## src/icw_pkg.sv

```systemverilog
// Package with register map, field positions and carriers for the interrupt control word.
package icw_pkg;
  localparam int unsigned ICW_ADDR_W = 4;
  localparam int unsigned ICW_NUM_EXT = 5;
  localparam logic [ICW_ADDR_W-1:0] ICW_OFS_CTRL1 = 4'h0;
  localparam logic [ICW_ADDR_W-1:0] ICW_OFS_EXT_IN = 4'h4;
  localparam logic [ICW_ADDR_W-1:0] ICW_OFS_EXT_REQ = 4'h8;
  localparam int unsigned ICW_BIT_GIE = 15;
  localparam int unsigned ICW_BIT_IRQ_DISABLE_INSTR_ACTIVE = 14;
  localparam int unsigned ICW_BIT_TRAP = 13;
  localparam int unsigned ICW_BIT_ALT = 8;
  localparam int unsigned ICW_BIT_POL_HI = 4;
  localparam logic [15:0] ICW_CTRL1_RESET = 16'h8000;
  localparam logic [31:0] ICW_UNMAPPED_DATA = 32'h0000_0000;

  typedef struct packed {
    logic global_irq_enable;
    logic soft_trap_control;
    logic alt_vector_table_select;
    logic [ICW_NUM_EXT-1:0] ext_edge_polarity;
  } icw_ctrl_t;

  typedef struct packed {
    logic cyc;
    logic stb;
    logic we;
    logic [3:0] sel;
    logic [ICW_ADDR_W-1:0] adr;
    logic [31:0] dat;
  } icw_wb_req_t;
endpackage

```

## src/icw_edge_det.sv

```systemverilog
// Three-stage synchroniser with selectable edge detection for one external input.
module icw_edge_det (
  input wire logic clk_i,   // System clock.
  input wire logic rst_i,   // Synchronous reset, active high.
  input wire logic pin_i,   // Asynchronous external interrupt pin.
  input wire logic neg_i,   // One selects falling edge, zero rising edge.
  output logic level_o,     // Synchronised level.
  output logic edge_o       // One-cycle pulse on the selected edge.
);
  logic [2:0] sync_q;
  logic [2:0] sync_d;
  logic edge_q;
  logic edge_d;

  always_comb begin
    sync_d = {sync_q[1:0], pin_i};
    // A change counts while the second stage holds the new level and the third stage still holds the old one.
    if (neg_i) begin
      edge_d = sync_q[2] & ~sync_q[1];
    end else begin
      edge_d = ~sync_q[2] & sync_q[1];
    end
  end

  always_ff @(posedge clk_i) begin
    if (rst_i) begin
      sync_q <= 3'h0;
      edge_q <= 1'b0;
    end else begin
      sync_q <= sync_d;
      edge_q <= edge_d;
    end
  end

  assign level_o = sync_q[2];
  assign edge_o = edge_q;
endmodule

```

## src/icw_ctrl.sv

```systemverilog
// Interrupt control word one with edge-detected external interrupt requests.
//
// Decided for this implementation: the Wishbone register port and the register addresses.
module icw_ctrl #(
  parameter int unsigned NUM_EXT = icw_pkg::ICW_NUM_EXT  // External interrupt inputs.
) (
  input wire logic clk_i,                       // System clock, 20 MHz.
  input wire logic rst_i,                       // Synchronous reset, active high.
  input wire logic wb_cyc_i,                    // Wishbone cycle.
  input wire logic wb_stb_i,                    // Wishbone strobe.
  input wire logic wb_we_i,                     // Wishbone write enable.
  input wire logic [3:0] wb_sel_i,              // Wishbone byte selects.
  input wire logic [icw_pkg::ICW_ADDR_W-1:0] wb_adr_i,  // Wishbone byte address.
  input wire logic [31:0] wb_dat_i,             // Wishbone write data.
  output logic [31:0] wb_dat_o,                 // Wishbone read data.
  output logic wb_ack_o,                        // Wishbone acknowledge.
  input wire logic [NUM_EXT-1:0] ext_irq_i,     // External interrupt pins.
  input wire logic irq_disable_instr_active_active_i,               // Interrupt-disable instruction in effect.
  input wire logic ord_irq_i,                   // Ordinary interrupt request from sources.
  input wire logic trap_i,                      // Trap request.
  output logic cpu_irq_o,                       // Request passed to the CPU.
  output logic alt_vector_table_select_o,       // Alternate vector table in use.
  output logic soft_trap_control_o,             // Software trap control bit.
  output logic [NUM_EXT-1:0] ext_irq_req_o      // Sticky external interrupt requests.
);
  icw_pkg::icw_ctrl_t ctrl_q;
  icw_pkg::icw_ctrl_t ctrl_d;
  logic [NUM_EXT-1:0] req_q;
  logic [NUM_EXT-1:0] req_d;
  logic ack_q;
  logic ack_d;
  logic [31:0] rdat_q;
  logic [31:0] rdat_d;
  logic [NUM_EXT-1:0] ext_level;
  logic [NUM_EXT-1:0] ext_edge;
  logic irq_disable_instr_active_q;
  logic access;
  logic wr_lo;
  logic wr_hi;

  function automatic logic [15:0] ctrl_word(input icw_pkg::icw_ctrl_t c, input logic irq_disable_instr_active);
    logic [15:0] w;
    w = 16'h0000;
    w[icw_pkg::ICW_BIT_GIE] = c.global_irq_enable;
    w[icw_pkg::ICW_BIT_IRQ_DISABLE_INSTR_ACTIVE] = irq_disable_instr_active;
    w[icw_pkg::ICW_BIT_TRAP] = c.soft_trap_control;
    w[icw_pkg::ICW_BIT_ALT] = c.alt_vector_table_select;
    w[icw_pkg::ICW_BIT_POL_HI:0] = c.ext_edge_polarity;
    return w;
  endfunction

  for (genvar i = 0; i < NUM_EXT; i++) begin : g_ext
    icw_edge_det u_det (
      .clk_i(clk_i),
      .rst_i(rst_i),
      .pin_i(ext_irq_i[i]),
      .neg_i(ctrl_q.ext_edge_polarity[i]),
      .level_o(ext_level[i]),
      .edge_o(ext_edge[i])
    );
  end

  assign access = wb_cyc_i & wb_stb_i & ~ack_q;
  assign wr_lo = access & wb_we_i & wb_sel_i[0];
  assign wr_hi = access & wb_we_i & wb_sel_i[1];

  always_comb begin
    ctrl_d = ctrl_q;
    req_d = req_q;
    ack_d = access;
    rdat_d = rdat_q;
    if (wb_adr_i == icw_pkg::ICW_OFS_CTRL1) begin
      if (wr_hi) begin
        ctrl_d.global_irq_enable = wb_dat_i[icw_pkg::ICW_BIT_GIE];
        ctrl_d.soft_trap_control = wb_dat_i[icw_pkg::ICW_BIT_TRAP];
        ctrl_d.alt_vector_table_select = wb_dat_i[icw_pkg::ICW_BIT_ALT];
      end
      if (wr_lo) begin
        ctrl_d.ext_edge_polarity = wb_dat_i[icw_pkg::ICW_BIT_POL_HI:0];
      end
      rdat_d = {16'h0000, ctrl_word(ctrl_q, irq_disable_instr_active_q)};
    end else if (wb_adr_i == icw_pkg::ICW_OFS_EXT_IN) begin
      rdat_d = 32'(ext_level);
    end else if (wb_adr_i == icw_pkg::ICW_OFS_EXT_REQ) begin
      // Writing a one clears a request; a new edge in the same cycle wins.
      if (wr_lo) begin
        req_d = req_q & ~wb_dat_i[NUM_EXT-1:0];
      end
      rdat_d = 32'(req_q);
    end else begin
      rdat_d = icw_pkg::ICW_UNMAPPED_DATA;
    end
    req_d = req_d | ext_edge;
    if (!access) begin
      rdat_d = rdat_q;
    end
  end

  always_ff @(posedge clk_i) begin
    if (rst_i) begin
      ctrl_q <= icw_pkg::icw_ctrl_t'({icw_pkg::ICW_CTRL1_RESET[icw_pkg::ICW_BIT_GIE], 1'b0,
                1'b0, 5'h00});
      req_q <= '0;
      ack_q <= 1'b0;
      rdat_q <= 32'h0000_0000;
      irq_disable_instr_active_q <= 1'b0;
    end else begin
      ctrl_q <= ctrl_d;
      req_q <= req_d;
      ack_q <= ack_d;
      rdat_q <= rdat_d;
      irq_disable_instr_active_q <= irq_disable_instr_active_active_i;
    end
  end

  assign wb_ack_o = ack_q;
  assign wb_dat_o = rdat_q;
  assign cpu_irq_o = trap_i | (ctrl_q.global_irq_enable & (ord_irq_i | (|req_q)));
  assign alt_vector_table_select_o = ctrl_q.alt_vector_table_select;
  assign soft_trap_control_o = ctrl_q.soft_trap_control;
  assign ext_irq_req_o = req_q;

  gie_reset_a: assert property (@(posedge clk_i) rst_i |=> ctrl_q.global_irq_enable)
    else $error("global enable not one after reset");
  gie_block_a: assert property (@(posedge clk_i) disable iff (rst_i)
    (!ctrl_q.global_irq_enable && !trap_i) |-> !cpu_irq_o)
    else $error("request passed while globally disabled");
  trap_pass_a: assert property (@(posedge clk_i) disable iff (rst_i) trap_i |-> cpu_irq_o)
    else $error("trap blocked");
  irq_disable_instr_active_read_a: assert property (@(posedge clk_i) disable iff (rst_i)
    (access && !wb_we_i && wb_adr_i == icw_pkg::ICW_OFS_CTRL1)
    |=> wb_dat_o[icw_pkg::ICW_BIT_IRQ_DISABLE_INSTR_ACTIVE] == $past(irq_disable_instr_active_q))
    else $error("status bit 14 mismatch");
  alt_write_a: assert property (@(posedge clk_i) disable iff (rst_i)
    (wr_hi && wb_adr_i == icw_pkg::ICW_OFS_CTRL1)
    |=> alt_vector_table_select_o == $past(wb_dat_i[icw_pkg::ICW_BIT_ALT]))
    else $error("alternate table select not written");
  pol_write_a: assert property (@(posedge clk_i) disable iff (rst_i)
    (wr_lo && wb_adr_i == icw_pkg::ICW_OFS_CTRL1)
    |=> ctrl_q.ext_edge_polarity == $past(wb_dat_i[icw_pkg::ICW_BIT_POL_HI:0]))
    else $error("polarity bits not written");
  fall_set_a: assert property (@(posedge clk_i) disable iff (rst_i)
    (ctrl_q.ext_edge_polarity[0] && $fell(ext_level[0]) && $stable(ctrl_q.ext_edge_polarity[0]))
    |=> ##1 req_q[0])
    else $error("falling edge did not set request");
  rise_set_a: assert property (@(posedge clk_i) disable iff (rst_i)
    (!ctrl_q.ext_edge_polarity[0] && $rose(ext_level[0]) && $stable(ctrl_q.ext_edge_polarity[0]))
    |=> ##1 req_q[0])
    else $error("rising edge did not set request");
  ack_drop_a: assert property (@(posedge clk_i) disable iff (rst_i) wb_ack_o |=> !wb_ack_o)
    else $error("ack held two cycles");

  // Every accepted cycle is answered on the very next edge, so a master that
  // waits for ack can never stall here.
  ack_follow_a: assert property (@(posedge clk_i) disable iff (rst_i)
    access |=> wb_ack_o)
    else $error("accepted cycle not acknowledged");

  // Addresses outside the map must read back as the idle pattern.
  unmapped_a: assert property (@(posedge clk_i) disable iff (rst_i)
    (access && !wb_we_i && wb_adr_i != icw_pkg::ICW_OFS_CTRL1
      && wb_adr_i != icw_pkg::ICW_OFS_EXT_IN && wb_adr_i != icw_pkg::ICW_OFS_EXT_REQ)
    |=> wb_dat_o == icw_pkg::ICW_UNMAPPED_DATA)
    else $error("unmapped address returned data");

  // A detected edge must always land in the sticky request, even when software
  // clears the same bit in that cycle; otherwise an interrupt would be lost.
  edge_set_a: assert property (@(posedge clk_i) disable iff (rst_i)
    (|ext_edge) |=> ((req_q & $past(ext_edge)) == $past(ext_edge)))
    else $error("edge pulse did not set its request");

  // Requests are sticky: only a write to the request word may drop them.
  req_hold_a: assert property (@(posedge clk_i) disable iff (rst_i)
    !(wr_lo && wb_adr_i == icw_pkg::ICW_OFS_EXT_REQ)
    |=> ((req_q & $past(req_q)) == $past(req_q)))
    else $error("request dropped without a clear");

  // The checks below cover every external input, not only the first one.
  // The request follows the synchronised level by one edge; a pulse with no
  // level change would mean the detector reacts to noise on one stage only.
  for (genvar k = 0; k < NUM_EXT; k++) begin : g_edge_chk
    fall_any_a: assert property (@(posedge clk_i) disable iff (rst_i)
      (ctrl_q.ext_edge_polarity[k] && $fell(ext_level[k])
        && $stable(ctrl_q.ext_edge_polarity[k]))
      |=> req_q[k])
      else $error("falling edge missed on an input");
    rise_any_a: assert property (@(posedge clk_i) disable iff (rst_i)
      (!ctrl_q.ext_edge_polarity[k] && $rose(ext_level[k])
        && $stable(ctrl_q.ext_edge_polarity[k]))
      |=> req_q[k])
      else $error("rising edge missed on an input");
    quiet_in_a: assert property (@(posedge clk_i) disable iff (rst_i)
      $stable(ext_level[k]) |-> !ext_edge[k])
      else $error("edge pulse without a level change");
  end

  read_c: cover property (@(posedge clk_i) access && !wb_we_i);
  write_c: cover property (@(posedge clk_i) wr_hi && wr_lo);
  edge_c: cover property (@(posedge clk_i) |ext_edge);
  irq_c: cover property (@(posedge clk_i) cpu_irq_o && !trap_i);
  irq_disable_instr_active_c: cover property (@(posedge clk_i) irq_disable_instr_active_q && access && !wb_we_i);
endmodule

```

## config.mk

```make
export PLATFORM = sky130hd
export DESIGN_NAME = icw_ctrl
export DESIGN_NICKNAME = d
export VERILOG_FILES = /design/src/icw_pkg.sv /design/src/icw_edge_det.sv /design/src/icw_ctrl.sv
export SDC_FILE = /design/constraint.sdc
export NUM_CORES = 1
export LEC_CHECK = 0
export ABC_CLOCK_PERIOD_IN_PS = 1760
export BUFFER_PORTS_ARGS = -buffer_cell sky130_fd_sc_hd__buf_4
export CAP_MARGIN = 40
export CORE_AREA = 2 2 69 71
export CTS_BUF_LIST = sky130_fd_sc_hd__clkbuf_16
export DETAILED_ROUTE_END_ITERATION = 8
export DIE_AREA = 0 0 71 73
export GPL_TIMING_DRIVEN = 0
export PLACE_DENSITY = 0.76
export SLEW_MARGIN = 20
export SYNTH_ARGS = -nofsm -noshare
export SYNTH_HDL_FRONTEND = slang
export SYNTH_HIERARCHICAL = 1
export SYNTH_SLANG_ARGS = --single-unit
```

## constraint.sdc

```tcl
create_clock -name clk_i -period 1.76 [get_ports clk_i]
set_input_delay 0.176 -clock clk_i [delete_from_list [all_inputs] [get_ports clk_i]]
set_output_delay 0.176 -clock clk_i [all_outputs]
set_load 0.005 [all_outputs]
```

==> impl_metrics.py, run 1 <==
metrics = {
    "outcome": {
        "status": "completed",
    },
    "die": {
        "die_x_um": 71,
        "placementRows": 25,
        "pin_count": 94,
        "fp.dieArea_um2": 5180,
        "initial_core_util": 0.419,
        "die_h_um": 73,
        "core_um2": 4540,
    },
    "global_route": {
        "overflow": 0,
        "grt_pass1_wl_um": 6330,
        "grtUsageTotal": 0.158,
        "grt_max_degree": 24,
        "grt_pass1_vias": 1313,
        "antenna_found_initial": 0,
    },
    "power": {
        "switching_share": 0.194,
        "power_density_nw_per_um2": 938,
        "p_comb_frac": 0.093,
        "power.leakage_nw": 1.08,
        "p_sw_mw": 0.468,
        "clkPwrFrac": 0.478,
        "internal-power_mw": 1.94,
        "finalPower_mw": 2.41,
        "ir_worst_vdd_v": 0.000469,
        "p_seq_frac": 0.429,
    },
    "final_layout": {
        "synthToLayoutAreaGrowth_pct": 35.3,
        "final_net_count": 325,
        "final_common_cell": "buf_4",
        "drive_gt1_frac": 0.309,
        "most-common-layout-cells": "67 x buf_4, 44 x dfxtp_1, 26 x nor2b_1, 23 x conb_1, 16 x a21oi_1",
        "num_antenna_cells": 0,
    },
    "placed_design": {
        "hpwlAfterDp_um": 3050,
        "place_congestion": 0.802,
        "port_buffers": 44,
    },
    "drt": {
        "wire_per_inst_um": 12.7,
        "drt_iter0_drc": 78,
        "drtPass1Iterations": 4,
        "drcViolationCount": 0,
        "wl_um": 4130,
        "drtAntennaViolNets": 0,
        "num_vias": 1596,
        "via_per_inst": 4.90,
    },
    "critical_path": {
        "worstPathArrival_ns": 1.31,
        "start_kind": "register",
        "reg2reg_slack_ns": 0.30,
        "worstPathRequired_ns": 1.58,
        "worst_r2r_path_depth": 3,
        "crit_path_max_fanout": 4,
        "worstSetupEndpointType": "output pin",
        "max_stage_delay_ns": 0.34,
        "worstSetupPathType": "reg -> out",
        "crit_chain": "nor4_1 > nand2_1 > a21o_1 > buf_4",
        "cp_slowest_cell": "dfxtp_1",
    },
    "synth": {
        "synth_top_area_share": 0.463,
        "postSynthCellCount": 198,
        "synth_seq_area_share": 0.463,
        "yosys.area.top_type": "dfxtp_1",
        "syn_area_um2": 1900,
        "syn_avg_cell_area_um2": 9.61,
        "synth_cell_types": 31,
        "ys_ff_latch": 44,
        "synth_warnings": 6,
        "synth_area_leaders": "dfxtp_1 46%, buf_4 9.1%, nor2b_1 8.6%",
    },
    "clock_network": {
        "root_buffer": "clkbuf_16",
        "cts_tree": "built",
        "clock-sinks": 44,
        "postCtsSetupBuffers": 0,
        "cts_hold_buf": 0,
        "ctsResizeCount": 0,
        "insertion_delay_ns": 0.28,
        "clock_path_buffers": 2,
        "htree_num_levels": 2,
        "cts_buffers": 5,
        "clk_pin_slew_ns": 0.06,
    },
    "hold_path": {
        "min_path_type": "in -> reg",
        "hold_path_depth": 2,
    },
    "sta": {
        "fmax_ghz": 0.674,
        "period_needed_ns": 1.48,
        "drv_slew": 0,
        "final.setup.tns_ns": 0,
        "hold_violations": 0,
        "max_slew_margin": 0.410,
        "setup_violations": 0,
        "rsz0062_at_grt": "false",
        "finalHoldWorstSlack_ns": 0.101,
        "tightestPinTransition_ns": 0.872,
        "fin_crit_sh": 0.844,
        "finClkSkew_ns": 0.00630,
    },
    "job": {
        "maxCapViolCount": 0,
    },
}
==> registers in the layout, summed over array words and instances (netlist names) <==
signal	count
g_ext.u_det/sync_q	15
g_ext.u_det/edge_o	5
soft_trap_control_o	1
wb_ack_o	1
irq_disable_instr_active_q	1
ctrl_q	6
alt_vector_table_select_o	1
wb_dat_o	9
ext_irq_req_o	5
==> final timing paths <==
kind	start	endpoint
worst max-delay path	ext_irq_req_o[3]	cpu_irq_o
worst min-delay path	ext_irq_i[4]	g_ext[4].u_det/sync_q[0]
worst max register to register	wb_ack_o	ext_irq_req_o[2]
worst min register to register	g_ext[2].u_det/sync_q[0]	g_ext[2].u_det/sync_q[1]
==> cell usage after synthesis <==
cell type and number:
a21o_1 1, a21oi_1 16, a21oi_2 5, a311oi_1 5, a31oi_1 1, a32o_1 5
and3b_1 1, and4b_1 1, buf_1 1, buf_2 2, buf_4 23, clkbuf_1 3
conb_1 1, dfxtp_1 44, inv_1 2, nand2_1 5, nand2b_1 10, nand3_1 4
nand3b_1 6, nand4_1 7, nand4b_1 1, nor2_1 9, nor2b_1 26, nor4_1 2
nor4_2 1, nor4_4 1, nor4b_1 1, o21bai_1 1, o31ai_1 7, or3b_1 5
or4_1 1
==> cells by family after synthesis <==
kind of cell,synth area share
AND/OR/NAND/NOR,0.274
flip-flops,0.463
AO/OA/AOI/OAI,0.153
buffers and inverters,0.108
other,0.00197
==> critical path: cells and delay by family (launching register included) <==
kind,cells,cell delay (ns)
compound gates,1,0.18
flops,1,0.34
simple gates,2,0.38
buf+inv,1,0.12
==> per-layer routing <==
layer	GRT usage	wire, um	up-vias
met5	0	0	-
met4	0.0943	76	0
met3	0.0193	199	5
met2	0.261	2050	52
met1	0.199	1810	727
li1	-	-	812
==> final cells by class <==
type	count	area (um^2)
fill	425	1960
multi-input combinational	145	898
sequential	44	881
timing repair buffer	45	335
buffer	29	198
clock buffer	5	125
tap	54	67.6
clock inverter	2	60.1
inverter	2	7.51
==> metrics by stage <==
stage / worst slack [ns] / util / std cells / instance area, um^2
6_report: 0.275 / 0.567 / 326 / 2570
5_1_grt: 0.127 / 0.567 / 326 / 2570
2_1_floorplan: 0.470 / - / 220 / 1980
3_3_place_gp: 0.00717 / 0.525 / 318 / 2380
4_1_cts: 0.265 / 0.567 / 326 / 2570
3_5_place_dp: 0.245 / 0.526 / 319 / 2390
==> power groups by stage <==
stage / Combinational (mW) / Sequential [mW] / Clock (mW)
2_1_floorplan: 0.123 / 1.05 / 0
3_3_place_gp: 0.218 / 1.06 / 0
3_5_place_dp: 0.222 / 1.06 / 0
4_1_cts: 0.223 / 1.04 / 1.17
5_1_grt: 0.245 / 1.04 / 1.21
6_report: 0.223 / 1.04 / 1.15
(Power assumes the default switching activity.)
==> run 2: changes to the inputs <==
Settings changed: ABC_AREA set to 1, ABC_CLOCK_PERIOD_IN_PS 1760 to 1510, CORE_AREA 2 2 69 71 to 2 2 70 72, DIE_AREA 0 0 71 73 to 0 0 72 74, PLACE_DENSITY 0.76 to 0.77.
Clock period 1.76 ns to 1.51 ns, I/O delays scaled along.
==> impl_metrics.py, run 2 <==
metrics = {
    "final_layout": {
        "fin_area_um2": 2650,
        "top_register": "g_ext.u_det/sync_q",
        "drive_gt1_frac": 0.251,
        "synthToLayoutAreaGrowth_pct": 30.5,
        "num_antenna_cells": 0,
        "most-common-layout-cells": "68 x buf_4, 62 x nor2_1, 57 x nand2_1, 48 x inv_1, 44 x dfxtp_1",
        "layoutNonFillerInstCount": 413,
        "multi_input_area_um2": 857,
        "seqCellArea_um2": 881,
        "fill_cells": 430,
        "final_common_cell": "buf_4",
        "final_net_count": 412,
        "largest_reg_flops": 15,
    },
    "critical_path": {
        "cpMostUsedCell": "nand2_1",
        "worstSetupPathType": "reg -> out",
        "crit_path_max_fanout": 4,
        "crit_chain": "nor4_2 > nand2_1 > nand2_1 > nand2_1 > buf_4",
        "path_buf_inv": 1,
        "max_stage_delay_ns": 0.35,
        "worstSetupEndpointType": "output pin",
        "cp_slowest_cell": "dfxtp_1",
        "path_depth": 5,
        "worstPathArrival_ns": 1.27,
        "worst_r2r_path_depth": 6,
        "worstPathRequired_ns": 1.36,
        "start_kind": "register",
        "critPathTopFamily": "simple AND/OR/NAND/NOR gates",
    },
    "global_route": {
        "grtUsageTotal": 0.166,
        "grt_pass1_vias": 1574,
        "grt_max_degree": 22,
        "grt_pass1_wl_um": 6820,
        "overflow": 0,
        "antenna_found_initial": 0,
    },
    "power": {
        "ir_worst_vdd_v": 0.000543,
        "power_density_nw_per_um2": 948,
        "p_comb_frac": 0.118,
        "switching_share": 0.227,
        "clkPwrFrac": 0.395,
        "p_sw_mw": 0.570,
        "internal-power_mw": 1.94,
        "p_seq_frac": 0.487,
        "power.leakage_nw": 1.35,
    },
    "placed_design": {
        "dp.cells": 406,
        "place_congestion": 0.838,
        "port_buffers": 44,
        "hpwlAfterDp_um": 3090,
        "placed_area_um2": 2510,
    },
    "synth": {
        "ys.flop_type": "dfxtp_1",
        "synth_cell_types": 23,
        "yosys.area.top_type": "dfxtp_1",
        "synth_warnings": 6,
        "synth_area_leaders": "dfxtp_1 43%, nor2_1 11%, nand2_1 11%",
        "async_flop_share": 0,
        "synth_common_cells": "62 x nor2_1, 57 x nand2_1, 48 x inv_1",
        "synth_top_area_share": 0.434,
        "synth_seq_area_share": 0.434,
        "syn_avg_cell_area_um2": 7.10,
        "postSynthCellCount": 286,
        "synth-edff-count": 0,
        "syn_area_um2": 2030,
        "ys_ff_latch": 44,
        "yosysMostFrequentCell": "nor2_1",
    },
    "die": {
        "die_x_um": 72,
        "pin_count": 94,
        "fp.dieArea_um2": 5330,
        "core_um2": 4600,
        "initial_core_util": 0.442,
        "placementRows": 25,
        "die_h_um": 74,
    },
    "drt": {
        "drt_iter0_drc": 54,
        "drtAntennaViolNets": 0,
        "wire_per_inst_um": 9.89,
        "drcViolationCount": 0,
        "wl_um": 4080,
        "num_vias": 1793,
        "via_per_inst": 4.34,
        "drtPass1Iterations": 4,
    },
    "job": {
        "maxCapViolCount": 0,
    },
    "sta": {
        "drv_slew": 0,
        "fin_crit_sh": 0.943,
        "hold_violations": 0,
        "rsz0062_at_grt": "false",
        "period_needed_ns": 1.42,
        "setup_violations": 0,
        "final.setup.tns_ns": 0,
        "finClkSkew_ns": 0.00370,
        "fmax_ghz": 0.702,
    },
    "clock_network": {
        "cts_tree": "built",
        "clock-sinks": 44,
        "postCtsSetupBuffers": 0,
        "clock_path_buffers": 2,
        "clk_pin_slew_ns": 0.06,
        "root_buffer": "clkbuf_16",
        "htree_num_levels": 2,
        "cts_buffers": 5,
        "insertion_delay_ns": 0.28,
    },
    "hold_path": {
        "min_path_type": "in -> reg",
        "hold_path_depth": 3,
    },
    "outcome": {
        "status": "completed",
    },
}
-- run 2: cell count changes after synthesis, moves of 6 or more --
cell      previous run  this run
nand3b_1             6         0
nor2_1               9        62
a21oi_1             16        10
nand2b_1            10         0
o31ai_1              7         0
nand2_1              5        57
nor2b_1             26         0
o21ai_0              0         6
inv_1                2        48
-- run 2: per-stage QoR --
| step | hold slack, ns | total power, mW | setup WS (ns) | util |
|---|---|---|---|---|
| floorplan | 0.222 | 1.42 | 0.457 | - |
| global placement | 0.351 | 1.54 | 0.238 | 0.546 |
| detailed placement | 0.358 | 1.54 | 0.247 | 0.546 |
| CTS | 0.0663 | 2.54 | 0.0566 | 0.575 |
| global route | 0.0776 | 2.63 | 0.0394 | 0.576 |
| finish | 0.0649 | 2.51 | 0.0862 | 0.576 |
-- run 2: path summary, 6_finish.rpt --
check                           start                       end  slack [ns]
min reg2reg  g_ext[0].u_det/sync_q[0]  g_ext[0].u_det/sync_q[1]        0.40
max                  ext_irq_req_o[3]                 cpu_irq_o        0.09
min                      ext_irq_i[2]  g_ext[2].u_det/sync_q[0]        0.06
max reg2reg                  wb_ack_o          ext_irq_req_o[2]        0.26
-- run 2: layout make-up --
type | count | share of cell area
well taps | 54 | 0.0255
flip-flops and latches | 44 | 0.332
multi-input cells | 187 | 0.323
clock inverters | 2 | 0.00283
inverters | 50 | 0.0708
clock buffers | 5 | 0.0472
plain buffers | 27 | 0.0732
repair buffers | 44 | 0.125
-- run 2: layer usage --
layer / track usage / vias to the layer above / wire, um
met1: 0.199 / 768 / 1700
met2: 0.280 / 62 / 1950
li1: - / 955 / -
met3: 0.0474 / 8 / 361
met5: 0 / - / 0
met4: 0.0734 / 0 / 74
-- run 2: power groups by stage --
stage	Clock, mW	Combinational (mW)	Sequential [mW]
3_3_place_gp	0	0.288	1.25
4_1_cts	1.02	0.295	1.22
6_report	0.992	0.296	1.22
3_5_place_dp	0	0.293	1.25
5_1_grt	1.07	0.334	1.23
2_1_floorplan	0	0.173	1.25
-- run 2: what timing repair did --
item / 4_1_cts / 5_1_grt
setup endpoints to repair: 0 / 1
hold buffers: 0 / 0
gates resized for setup: 0 / 1
-- run 2: tightest hold or removal path, stage by stage --
cell and delay [ns]:
buf_4 0.07, inv_1 0.03, nor2_1 0.06
-- run 2: cells by family (layout without fill, tap and decap cells) --
kind of cell / after synthesis / in the layout / share of synthesized area
compound gates: 22 / 22 / 0.0641
buf+inv: 77 / 128 / 0.188
flops: 44 / 44 / 0.434
other cells: 1 / 23 / 0.00185
simple gates: 142 / 142 / 0.312
==> run 3: changes to the inputs <==
Settings changed: ABC_AREA 1 to not set, CORE_AREA 2 2 70 72 to 2 2 69 71, DIE_AREA 0 0 72 74 to 0 0 71 73, PLACE_DENSITY 0.77 to 0.76.
==> impl_metrics.py, run 3 (synthesis results as in run 1) <==
metrics = {
    "drt": {
        "via_per_inst": 4.96,
        "drtPass1Iterations": 4,
        "drcViolationCount": 0,
        "wire_per_inst_um": 12.8,
        "drt_iter0_drc": 88,
        "wl_um": 4190,
        "drtAntennaViolNets": 0,
        "num_vias": 1621,
    },
    "global_route": {
        "use_met1": 0.199,
        "grt_busiest_layer": "met2",
        "antenna_found_initial": 0,
        "grt_pass1_vias": 1313,
        "grtUsageTotal": 0.158,
        "use_met3": 0.0193,
        "grtUsageMet2": 0.261,
        "grt_max_degree": 24,
        "overflow": 0,
        "grt_pass1_wl_um": 6330,
    },
    "sta": {
        "setup_violations": 0,
        "drv_slew": 0,
        "tightestPinTransition_ns": 0.864,
        "hold_violations": 0,
        "fmax_ghz": 0.679,
        "finalHoldWorstSlack_ns": 0.0780,
        "period_needed_ns": 1.47,
        "final.setup.tns_ns": 0,
        "fin_crit_sh": 0.976,
        "max_slew_margin": 0.416,
        "finClkSkew_ns": 0.00634,
    },
    "power": {
        "power_density_nw_per_um2": 1080,
        "power.leakage_nw": 1.09,
        "finalPower_mw": 2.81,
        "ir_worst_vdd_v": 0.000546,
    },
    "die": {
        "fp.dieArea_um2": 5180,
        "core_um2": 4540,
        "die_x_um": 71,
        "placementRows": 25,
        "initial_core_util": 0.419,
        "die_h_um": 73,
        "pin_count": 94,
    },
    "clock_network": {
        "cts_buffers": 5,
        "clock-sinks": 44,
        "cts_tree": "built",
        "clock_path_buffers": 2,
        "insertion_delay_ns": 0.28,
        "root_buffer": "clkbuf_16",
        "htree_num_levels": 2,
        "clk_pin_slew_ns": 0.06,
    },
    "job": {
        "maxCapViolCount": 0,
    },
    "final_layout": {
        "layoutNonFillerInstCount": 327,
        "most-common-layout-cells": "68 x buf_4, 44 x dfxtp_1, 26 x nor2b_1, 23 x conb_1, 16 x a21oi_1",
        "largest_reg_flops": 15,
        "final_net_count": 326,
        "fin_area_um2": 2590,
        "num_antenna_cells": 0,
        "final_common_cell": "buf_4",
        "drive_gt1_frac": 0.322,
        "top_register": "g_ext.u_det/sync_q",
        "synthToLayoutAreaGrowth_pct": 36.4,
    },
    "outcome": {
        "status": "completed",
    },
    "placed_design": {
        "port_buffers": 44,
        "dp.cells": 319,
        "hpwlAfterDp_um": 3050,
        "place_congestion": 0.802,
        "placed_area_um2": 2390,
    },
    "critical_path": {
        "worstPathArrival_ns": 1.32,
        "start_kind": "register",
        "crit_path_max_fanout": 4,
        "worstPathRequired_ns": 1.36,
        "worstSetupEndpointType": "output pin",
        "worst_r2r_path_depth": 4,
        "worstSetupPathType": "reg -> out",
    },
    "hold_path": {
        "min_path_type": "in -> reg",
        "hold_path_depth": 2,
    },
}
## run 3: changes by cell type in the layout (fill, tap and decap cells not counted), sizes merged, moves of 3 or more
| cell | before | now |
|---|---|---|
| nand2b | 0 | 10 |
| nand2 | 57 | 5 |
| o21ai | 6 | 0 |
| nor4 | 1 | 4 |
| or3b | 0 | 5 |
| o31ai | 0 | 7 |
| a311oi | 0 | 5 |
| nand3 | 8 | 4 |
| a21oi | 14 | 21 |
| nor2b | 0 | 26 |
| nor2 | 67 | 9 |
| nand3b | 0 | 6 |
| a32o | 0 | 5 |
| inv | 50 | 2 |
## run 3: layout make-up
| type | instances | area (um^2) |
|---|---|---|
| Fill cell | 419 | 1940 |
| Multi-Input combinational cell | 145 | 913 |
| Sequential cell | 44 | 881 |
| Timing Repair Buffer | 46 | 343 |
| Buffer | 29 | 198 |
| Clock buffer | 5 | 125 |
| Tap cell | 54 | 67.6 |
| Clock inverter | 2 | 60.1 |
| Inverter | 2 | 7.51 |
## run 3: path summary, 6_finish.rpt
check	slack [ns]	to	from
max	0.04	cpu_irq_o	ext_irq_req_o[3]
min	0.08	g_ext[4].u_det/sync_q[0]	ext_irq_i[4]
max reg2reg	0.17	wb_dat_o[4]	wb_ack_o
min reg2reg	0.43	g_ext[2].u_det/sync_q[1]	g_ext[2].u_det/sync_q[0]
## run 3: critical path: stages (launching register included)
cell and delay (ns):
dfxtp_1 0.36, nor4_2 0.28, nand2_1 0.10, a21o_1 0.18, buf_4 0.12
## run 3: timing repair
| item | in CTS | in global routing |
|---|---|---|
| endpoints found under the setup margin | 0 | 10 |
| hold buffers | 0 | 0 |
| setup buffers | 0 | 1 |
| gates resized for setup | 0 | 3 |
## run 3: layer usage
layer | vias to the layer above | part of all wire
met3 | 6 | 0.060
met4 | 0 | 0.016
li1 | 818 | -
met2 | 62 | 0.50
met1 | 735 | 0.43
met5 | - | 0
## run 3: per-stage QoR
| step | util | setup slack (ns) |
|---|---|---|
| 2_1_floorplan | - | 0.220 |
| 3_3_place_gp | 0.525 | -0.243 |
| 3_5_place_dp | 0.526 | 0.0205 |
| 4_1_cts | 0.567 | 0.0397 |
| 5_1_grt | 0.572 | -0.0202 |
| 6_report | 0.572 | 0.0367 |
## run 3: report_power, final
part | internal [mW] | total [mW] | switching, mW
clock network | 0.937 | 1.34 | 0.404
registers | 1.19 | 1.21 | 0.0166
logic | 0.142 | 0.266 | 0.124
